## src/pkg/pus_pkg.sv

```systemverilog
// Constants, register map and state type of the power-up reset sequencer.
// Assumes a 125 MHz system clock and a classic Wishbone register bus.
package pus_pkg;

    // ------------------------------------------------------------------
    // Register map
    // ------------------------------------------------------------------
    localparam logic [7:0] PUS_ADDR_CONFIG = 8'h00;
    localparam logic [7:0] PUS_ADDR_STATUS = 8'h04;

    // Config fields
    localparam int PUS_CFG_POWER_UP_TIMER_EN_BIT = 0;
    localparam int PUS_CFG_BOR_EN_BIT = 1;
    localparam int PUS_CFG_MODE_LSB = 2;
    localparam int PUS_CFG_MODE_W = 3;
    localparam logic [4:0] PUS_CFG_RESET = 5'h03;

    // Status fields
    localparam int PUS_ST_STATE_LSB = 0;
    localparam int PUS_ST_POR_FLAG_BIT = 4;
    localparam int PUS_ST_BOR_FLAG_BIT = 5;
    localparam int PUS_ST_RESET_BIT = 6;
    localparam int PUS_ST_SLEEP_BIT = 7;

    // ------------------------------------------------------------------
    // Oscillator mode encodings
    // ------------------------------------------------------------------
    localparam logic [2:0] PUS_MODE_LP = 3'h0;
    localparam logic [2:0] PUS_MODE_XT = 3'h1;
    localparam logic [2:0] PUS_MODE_HS = 3'h2;
    localparam logic [2:0] PUS_MODE_HIGH_SPEED_PLL_MODE = 3'h3;
    localparam logic [2:0] PUS_MODE_EC = 3'h4;
    localparam logic [2:0] PUS_MODE_EXTERNAL_CLOCK_IO_MODE = 3'h5;
    localparam logic [2:0] PUS_MODE_RC = 3'h6;

    // ------------------------------------------------------------------
    // Timing, in ticks of each stage's source clock
    // ------------------------------------------------------------------
    localparam int PUS_TMR_W = 22;
    localparam int PUS_RC_OSC_KHZ = 250;
    localparam int PUS_POWER_UP_TIMER_TIME_MS = 72;
    localparam int PUS_PLL_TIME_MS = 2;
    localparam int PUS_POWER_UP_TIMER_TICKS = PUS_POWER_UP_TIMER_TIME_MS * PUS_RC_OSC_KHZ;
    localparam int PUS_PLL_TICKS = PUS_PLL_TIME_MS * PUS_RC_OSC_KHZ;
    localparam int PUS_OST_CYCLES = 1024;

    typedef enum logic [2:0] {
        PUS_ST_POR,
        PUS_ST_BOR,
        PUS_ST_POWER_UP_TIMER,
        PUS_ST_OST,
        PUS_ST_PLL,
        PUS_ST_RUN,
        PUS_ST_SLEEP
    } pus_state_t;

endpackage

```

## src/pkg/pus_tmr_if.sv

```systemverilog
// Link between the sequencer and its shared stage timer.
// Assumes both ends run on the same system clock.
`timescale 1ns/100ps
interface pus_tmr_if;
    import pus_pkg::*;
    logic clr;
    logic tick;
    logic [PUS_TMR_W-1:0] limit;
    logic done;
    modport ctrl (output clr, output tick, output limit, input done);
    modport tmr (input clr, input tick, input limit, output done);
endinterface

```

## src/pus_sequencer.sv

```systemverilog
// Power-up reset sequencer with Wishbone register access.
// Assumes synchronous i_rst, 125 MHz clock, tick pulses from the RC and
// crystal oscillators, and asynchronous supply-monitor inputs.
`timescale 1ns/100ps
module pus_sequencer
    import pus_pkg::*;
#(
    parameter int POWER_UP_TIMER_TICKS = PUS_POWER_UP_TIMER_TICKS,
    parameter int PLL_TICKS = PUS_PLL_TICKS
) (
    input wire logic i_sys_clk,
    input wire logic i_rst,
    input wire logic i_por_pulse,
    input wire logic i_brown_out_detect,
    input wire logic i_master_clear_pin_n,
    input wire logic i_rc_tick,
    input wire logic i_oscillator_in_pin_tick,
    input wire logic i_sleep_exec,
    input wire logic i_wdt_reset,
    input wire logic i_irq_wake,
    input wire logic i_wb_cyc,
    input wire logic i_wb_stb,
    input wire logic i_wb_we,
    input wire logic [7:0] i_wb_adr,
    input wire logic [31:0] i_wb_dat,
    input wire logic [3:0] i_wb_sel,
    output logic o_wb_ack,
    output logic [31:0] o_wb_dat,
    output logic o_core_reset,
    output logic o_osc_stop,
    output logic o_hold_first_quarter_phase,
    output logic o_osc_out_port_a_bits_6,
    output logic o_osc_out_drive_low,
    output logic o_feedback_inv_disable
);

    // ------------------------------------------------------------------
    // Helpers
    // ------------------------------------------------------------------
    function automatic logic is_crystal(input logic [2:0] mode);
        is_crystal = (mode == PUS_MODE_LP) || (mode == PUS_MODE_XT) ||
                     (mode == PUS_MODE_HS) || (mode == PUS_MODE_HIGH_SPEED_PLL_MODE);
    endfunction

    // Stage that follows the power-up timer, or replaces it when skipped
    function automatic pus_state_t after_power_up_timer(input logic por_cause,
                                              input logic [2:0] mode);
        if (por_cause && is_crystal(mode)) begin
            after_power_up_timer = PUS_ST_OST;
        end else begin
            after_power_up_timer = PUS_ST_RUN;
        end
    endfunction

    // ------------------------------------------------------------------
    // Declarations
    // ------------------------------------------------------------------
    pus_state_t state_q;
    pus_state_t state_d;
    logic por_meta_q;
    logic por_sync_q;
    logic bor_meta_q;
    logic bor_sync_q;
    logic por_cause_q;
    logic [4:0] cfg_q;
    logic por_flag_q;
    logic bor_flag_q;
    logic wb_req;
    logic wb_wr;
    logic power_up_timer_en;
    logic bor_en;
    logic [2:0] osc_mode;
    logic sleep_next;
    logic [31:0] status_word;

    pus_tmr_if tmr_link ();

    assign power_up_timer_en = cfg_q[PUS_CFG_POWER_UP_TIMER_EN_BIT];
    assign bor_en = cfg_q[PUS_CFG_BOR_EN_BIT];
    assign osc_mode = cfg_q[PUS_CFG_MODE_LSB +: PUS_CFG_MODE_W];

    // ------------------------------------------------------------------
    // Supply monitor synchronisers
    // ------------------------------------------------------------------
    always_ff @(posedge i_sys_clk) begin
        if (i_rst) begin
            por_meta_q <= 1'b1;
            por_sync_q <= 1'b1;
        end else begin
            por_meta_q <= i_por_pulse;
            por_sync_q <= por_meta_q;
        end
    end

    always_ff @(posedge i_sys_clk) begin
        if (i_rst) begin
            bor_meta_q <= 1'b0;
            bor_sync_q <= 1'b0;
        end else begin
            bor_meta_q <= i_brown_out_detect;
            bor_sync_q <= bor_meta_q;
        end
    end

    // ------------------------------------------------------------------
    // Sequence state
    // ------------------------------------------------------------------
    always_comb begin
        state_d = state_q;
        if (por_sync_q) begin
            state_d = PUS_ST_POR;
        end else if (bor_en && bor_sync_q) begin
            state_d = PUS_ST_BOR;
        end else begin
            case (state_q)
                PUS_ST_POR, PUS_ST_BOR: begin
                    if (power_up_timer_en) begin
                        state_d = PUS_ST_POWER_UP_TIMER;
                    end else begin
                        state_d = after_power_up_timer(state_q == PUS_ST_POR, osc_mode);
                    end
                end
                PUS_ST_POWER_UP_TIMER: begin
                    if (tmr_link.done) begin
                        state_d = after_power_up_timer(por_cause_q, osc_mode);
                    end
                end
                PUS_ST_OST: begin
                    if (tmr_link.done) begin
                        if (por_cause_q && osc_mode == PUS_MODE_HIGH_SPEED_PLL_MODE) begin
                            state_d = PUS_ST_PLL;
                        end else begin
                            state_d = PUS_ST_RUN;
                        end
                    end
                end
                PUS_ST_PLL: begin
                    if (tmr_link.done) begin
                        state_d = PUS_ST_RUN;
                    end
                end
                PUS_ST_RUN: begin
                    if (i_sleep_exec && i_master_clear_pin_n) begin
                        state_d = PUS_ST_SLEEP;
                    end
                end
                PUS_ST_SLEEP: begin
                    if (!i_master_clear_pin_n || i_wdt_reset || i_irq_wake) begin
                        if (is_crystal(osc_mode)) begin
                            state_d = PUS_ST_OST;
                        end else begin
                            state_d = PUS_ST_RUN;
                        end
                    end
                end
                default: begin
                    state_d = PUS_ST_POR;
                end
            endcase
        end
    end

    always_ff @(posedge i_sys_clk) begin
        if (i_rst) begin
            state_q <= PUS_ST_POR;
        end else begin
            state_q <= state_d;
        end
    end

    // Cause of the running sequence; decides on start-up and lock stages
    always_ff @(posedge i_sys_clk) begin
        if (i_rst) begin
            por_cause_q <= 1'b1;
        end else if (state_d == PUS_ST_POR) begin
            por_cause_q <= 1'b1;
        end else if (state_d == PUS_ST_BOR || state_d == PUS_ST_SLEEP) begin
            por_cause_q <= 1'b0;
        end
    end

    // ------------------------------------------------------------------
    // Shared stage timer
    // ------------------------------------------------------------------
    // Restart on every stage change, so a repeated brown-out reloads it
    assign tmr_link.clr = (state_d != state_q);

    always_comb begin
        tmr_link.tick = 1'b0;
        tmr_link.limit = '0;
        case (state_q)
            PUS_ST_POWER_UP_TIMER: begin
                tmr_link.tick = i_rc_tick;
                tmr_link.limit = POWER_UP_TIMER_TICKS[PUS_TMR_W-1:0];
            end
            PUS_ST_OST: begin
                tmr_link.tick = i_oscillator_in_pin_tick;
                tmr_link.limit = PUS_TMR_W'(PUS_OST_CYCLES);
            end
            PUS_ST_PLL: begin
                tmr_link.tick = i_rc_tick;
                tmr_link.limit = PLL_TICKS[PUS_TMR_W-1:0];
            end
            default: begin
                tmr_link.tick = 1'b0;
                tmr_link.limit = '0;
            end
        endcase
    end

    pus_timer u_timer (
        .i_sys_clk(i_sys_clk),
        .i_rst(i_rst),
        .tmr(tmr_link)
    );

    // ------------------------------------------------------------------
    // Reset and sleep outputs
    // ------------------------------------------------------------------
    assign sleep_next = (state_d == PUS_ST_SLEEP);

    // Time-outs ignore the pin; the pin alone gates the final release
    always_ff @(posedge i_sys_clk) begin
        if (i_rst) begin
            o_core_reset <= 1'b1;
        end else begin
            o_core_reset <= !i_master_clear_pin_n ||
                            !(state_d == PUS_ST_RUN || sleep_next);
        end
    end

    always_ff @(posedge i_sys_clk) begin
        if (i_rst) begin
            o_osc_stop <= 1'b0;
            o_hold_first_quarter_phase <= 1'b0;
        end else begin
            o_osc_stop <= sleep_next;
            o_hold_first_quarter_phase <= sleep_next;
        end
    end

    always_ff @(posedge i_sys_clk) begin
        if (i_rst) begin
            o_osc_out_port_a_bits_6 <= 1'b0;
            o_osc_out_drive_low <= 1'b0;
            o_feedback_inv_disable <= 1'b0;
        end else begin
            o_osc_out_port_a_bits_6 <= sleep_next && osc_mode == PUS_MODE_EXTERNAL_CLOCK_IO_MODE;
            o_osc_out_drive_low <= sleep_next && osc_mode == PUS_MODE_EC;
            o_feedback_inv_disable <= sleep_next &&
                (osc_mode == PUS_MODE_HS || osc_mode == PUS_MODE_HIGH_SPEED_PLL_MODE);
        end
    end

    // ------------------------------------------------------------------
    // Wishbone slave
    // ------------------------------------------------------------------
    assign wb_req = i_wb_cyc && i_wb_stb && !o_wb_ack;
    assign wb_wr = wb_req && i_wb_we && i_wb_sel[0];

    always_ff @(posedge i_sys_clk) begin
        if (i_rst) begin
            o_wb_ack <= 1'b0;
        end else begin
            o_wb_ack <= wb_req;
        end
    end

    always_ff @(posedge i_sys_clk) begin
        if (i_rst) begin
            cfg_q <= PUS_CFG_RESET;
        end else if (wb_wr && i_wb_adr == PUS_ADDR_CONFIG) begin
            cfg_q <= i_wb_dat[4:0];
        end
    end

    // Cause flags: hardware set wins over write-one-to-clear
    always_ff @(posedge i_sys_clk) begin
        if (i_rst) begin
            por_flag_q <= 1'b0;
            bor_flag_q <= 1'b0;
        end else begin
            if (state_q == PUS_ST_POR) begin
                por_flag_q <= 1'b1;
            end else if (wb_wr && i_wb_adr == PUS_ADDR_STATUS &&
                         i_wb_dat[PUS_ST_POR_FLAG_BIT]) begin
                por_flag_q <= 1'b0;
            end
            if (state_q == PUS_ST_BOR) begin
                bor_flag_q <= 1'b1;
            end else if (wb_wr && i_wb_adr == PUS_ADDR_STATUS &&
                         i_wb_dat[PUS_ST_BOR_FLAG_BIT]) begin
                bor_flag_q <= 1'b0;
            end
        end
    end

    always_comb begin
        status_word = '0;
        status_word[PUS_ST_STATE_LSB +: 3] = state_q;
        status_word[PUS_ST_POR_FLAG_BIT] = por_flag_q;
        status_word[PUS_ST_BOR_FLAG_BIT] = bor_flag_q;
        status_word[PUS_ST_RESET_BIT] = o_core_reset;
        status_word[PUS_ST_SLEEP_BIT] = (state_q == PUS_ST_SLEEP);
    end

    always_ff @(posedge i_sys_clk) begin
        if (i_rst) begin
            o_wb_dat <= '0;
        end else if (wb_req && !i_wb_we) begin
            case (i_wb_adr)
                PUS_ADDR_CONFIG: begin
                    o_wb_dat <= {27'h0000000, cfg_q};
                end
                PUS_ADDR_STATUS: begin
                    o_wb_dat <= status_word;
                end
                default: begin
                    o_wb_dat <= '0;
                end
            endcase
        end
    end

endmodule

```

## src/pus_timer.sv

```systemverilog
// Stage timer: counts source-clock ticks up to a limit.
// Assumes ticks are one-cycle pulses synchronous to i_sys_clk.
`timescale 1ns/100ps
module pus_timer
    import pus_pkg::*;
(
    input wire logic i_sys_clk,
    input wire logic i_rst,
    pus_tmr_if.tmr tmr
);
    logic [PUS_TMR_W-1:0] count_q;

    // ------------------------------------------------------------------
    // Counter
    // ------------------------------------------------------------------
    always_ff @(posedge i_sys_clk) begin
        if (i_rst || tmr.clr) begin
            count_q <= '0;
        end else if (tmr.tick && !tmr.done) begin
            count_q <= count_q + 1'b1;
        end
    end

    assign tmr.done = (count_q == tmr.limit);
endmodule
```

## config.mk

```make
export PLATFORM = sky130hd
export DESIGN_NAME = pus_sequencer
export DESIGN_NICKNAME = d
export VERILOG_FILES = /design/src/pkg/pus_pkg.sv /design/src/pkg/pus_tmr_if.sv /design/src/pus_sequencer.sv /design/src/pus_timer.sv
export SDC_FILE = /design/constraint.sdc
export NUM_CORES = 1
export LEC_CHECK = 0
export ABC_AREA = 1
export BUFFER_PORTS_ARGS = -buffer_cell sky130_fd_sc_hd__buf_2
export CAP_MARGIN = 10
export CORE_ASPECT_RATIO = 0.7
export CORE_MARGIN = 5
export CORE_UTILIZATION = 50
export DETAILED_ROUTE_END_ITERATION = 7
export PLACE_DENSITY = 0.86
export SETUP_SLACK_MARGIN = 0.15
export SLEW_MARGIN = 20
export SYNTH_ARGS = -nofsm -noshare
export SYNTH_HDL_FRONTEND = slang
export SYNTH_SLANG_ARGS = --single-unit
```

## constraint.sdc

```tcl
create_clock -name i_sys_clk -period 3.9 [get_ports i_sys_clk]
set_clock_uncertainty 0.2 [all_clocks]
set_input_delay 0.195 -clock i_sys_clk [delete_from_list [all_inputs] [get_ports i_sys_clk]]
set_output_delay 0.195 -clock i_sys_clk [all_outputs]
set_load 0.01 [all_outputs]
```

==> impl_metrics.toml <==
[worst_setup_path]
crit_chain = "inv_2, nor2_1, nand3_1, nand2_1, inv_1, nand2_2, nor2_4, nand2_2, nand3_1, nand3_2, nand2_1, nand2_1, nand3_1, nor2_2, nand2_2, nor3_1"
crit_type = "register to register"
end_kind = "register"
rr_startpoint = "state_q[1]$_SDFF_PP0_"
cp.arrival_ps = 2990
critPathMaxStageDelay_ps = 660
r2r_slack_ps = 930
path_max_fanout = 22
rr_worst_depth = 16
start_kind = "register"
critPathRequiredTime_ps = 3920
cp_slowest_cell = "dfxtp_1"
rr_endpoint = "u_timer.count_q[12]$_SDFFE_PP0P_"

[route]
routed_via_density = 5.02
drt-met1-wl_mm = 3.64
highest_layer = "met4"
num_vias = 3185
ant_nets = 0
wl_met2_mm = 3.44
routed-wl-met3_um = 719
wire_per_inst_um = 12.4
wirelength_mm = 7.86
drt_iter0_drc = 301
drcViolationCount = 0
drt_pass1_iterations = 5

[clock_tree]
cts_buffers = 5
htree_levels = 2
cts_root_buf = "clkbuf_8"
clock_path_buffers = 2
cts.sinks = 51
clock_latency_ps = 310
clk_pin_slew_ps = 100
cts_setup_buffers = 0
cts_tree = "built"

[timing]
drv_slew = 0
rsz0062_at_grt = "no"
hold_ws_ps = -6.67
hold_viol_final = 1
fmax_ghz = 0.337
period_share_pct = 76.1
timing.slew.headroom_pct = 42.1
setup_viol = 0
period_needed_ps = 2970
tightest_slew_ps = 861
finalSetupTns_ps = 0

[synth]
yosysWarnings = 0
synth_top_area_share_pct = 30.3
syn_inst = 496
synth_edf_count = 0
avgSynthCellArea_sq_um = 6.79
seq_area_frac_synth_pct = 30.3
netlist_area_sq_um = 3370
yosys-top-cells-area = "dfxtp_1 30%, nand2_1 12%, inv_1 9.2%"
yosys.cell_types.count = 38
synth_ff_type = "dfxtp_1"
synth_top_cell_by_area = "dfxtp_1"
postSynth.asyncResetShare_pct = 0
ys_seq_elements = 51

[global_routing]
grt_pass1_wl_mm = 12.9
grt_max_degree = 23
grt-ovfl-total = 0
grt_pass1_vias = 2902
grtUsageTotal_pct = 18.6
antenna_found_initial = 0

[worst_hold_path]
hp-class = "input pin to register"
holdCritStartpoint = "i_wb_dat[3]"
hold_end = "cfg_q[3]$_SDFFE_PP0P_"
holdPathStages = 3

[finish]
final_cell_mix = "106 x nand2_1, 83 x inv_1, 51 x dfxtp_1"
num_antenna_cells = 0
syn2layout_area_growth_pct = 8.73
finalInstanceArea_sq_um = 3660
drive_gt1_share_pct = 17.4
final_util_pct = 55.0
mostFrequentLayoutCell = "nand2_1"
num-fill-cells = 617
final_nets = 598

[floorplanning]
ioPinCount = 96
dieArea_sq_um = 8510
coreArea_sq_um = 6660
initial_core_util_pct = 50.6
rows = 25
die-height_um = 78.7
die_x_um = 108

[placement]
hpwl_mm = 6.07
place.gp.congestion = 0.957
numPortBuffers = 42
placed_area_sq_um = 3500

[power]
p_leak_nw = 1.64
ir_worst_vdd_v = 0.000140
powerDensity_nw_per_um2 = 250

[outcome]
violations = "hold timing"
status = "complete, but fails checks"

[flow_run]
drv_cap = 0
==> state kept, by name, summed over array words and instances (netlist names), 3 cells and up <==
| name | count |
|---|---|
| cfg_q | 5 |
| o_wb_dat | 8 |
| state_q | 3 |
| u_timer.count_q | 22 |
==> synth_stat cells, types with 2 or more instances <==
master	number
o211ai_1	3
inv_2	5
nor4_1	10
xor2_1	12
xnor2_1	5
inv_1	83
nand3_1	35
or2_2	2
nor3_2	20
nor3_1	15
buf_6	5
nor2_4	2
buf_4	29
o221ai_1	2
ha_1	2
nor2_1	44
nand4_1	12
nand2_1	106
nand2_2	7
a21oi_1	13
o21ai_0	15
clkbuf_1	2
nand3_2	2
dfxtp_1	51
==> stage by stage <==
stage / power, mW / hold slack (ps) / setup WS (ps) / cells
CTS: 0.921 / 2.56 / 936 / 634
floorplan: 0.610 / 64.1 / 1790 / 519
finish: 0.916 / -6.67 / 931 / 634
global route: 0.958 / 18.6 / 592 / 634
global placement: 0.610 / 179 / 1080 / 619
detailed placement: 0.612 / 186 / 984 / 619
==> cells by family (layout without fill, tap and decap cells) <==
group | after synthesis | count (layout) | share of synthesized area (%)
simple gates | 262 | 262 | 39.7
buf+inv | 125 | 146 | 18.3
xor+xnor | 17 | 17 | 4.42
compound gates | 38 | 38 | 6.46
flops | 51 | 51 | 30.3
other cells | 1 | 24 | 0.111
fa+ha+maj | 2 | 2 | 0.743
==> report_power, final <==
group          internal, mW  switching, mW  leakage (nW)
logic                0.0265         0.0536          1.19
registers             0.524        0.00276         0.412
clock network         0.125          0.184        0.0402
==> final cells by class <==
cell class,instances,area (sq um),share of cell area [%]
clock buffer,5,68.8,1.88
clock inverter,3,20.0,0.546
inverter,88,330,9.02
multi-input combinational,343,1820,49.6
sequential,51,1020,27.9
tap,94,118,3.21
timing repair buffer,50,288,7.86
==> worst max path at each step <==
stage,from,depth (start not counted),to,slack (ps)
after floorplan,u_timer.count_q[0]$_SDFFE_PP0P_,18,u_timer.count_q[1]$_SDFFE_PP0P_,1790
after global placement,state_q[2]$_SDFF_PP0_,15,u_timer.count_q[11]$_SDFFE_PP0P_,1080
after detailed placement,state_q[2]$_SDFF_PP0_,16,u_timer.count_q[12]$_SDFFE_PP0P_,980
after CTS,state_q[2]$_SDFF_PP0_,16,u_timer.count_q[12]$_SDFFE_PP0P_,940
after global routing,state_q[1]$_SDFF_PP0_,16,u_timer.count_q[12]$_SDFFE_PP0P_,590
final,state_q[1]$_SDFF_PP0_,16,u_timer.count_q[12]$_SDFFE_PP0P_,930
==> metal layers <==
metal  vias to the layer above  global-route usage, %
li1                       1606                      -
met1                      1435                   27.2
met2                       138                   28.3
met3                         6                   3.62
met4                         0                   4.04
met5                         -                      0
==> what timing repair did <==
item                      CTS  global route
hold buffers                7             0
resized for setup           0             0
hold endpoints to repair    7             0
==> critical path: cells and delay by family (launching register included) <==
kind                   cells  cell delay, ps
flip-flops                 1             660
AND/OR/NAND/NOR           14            1790
buffers and inverters      2             210
(Power assumes the default switching activity.)
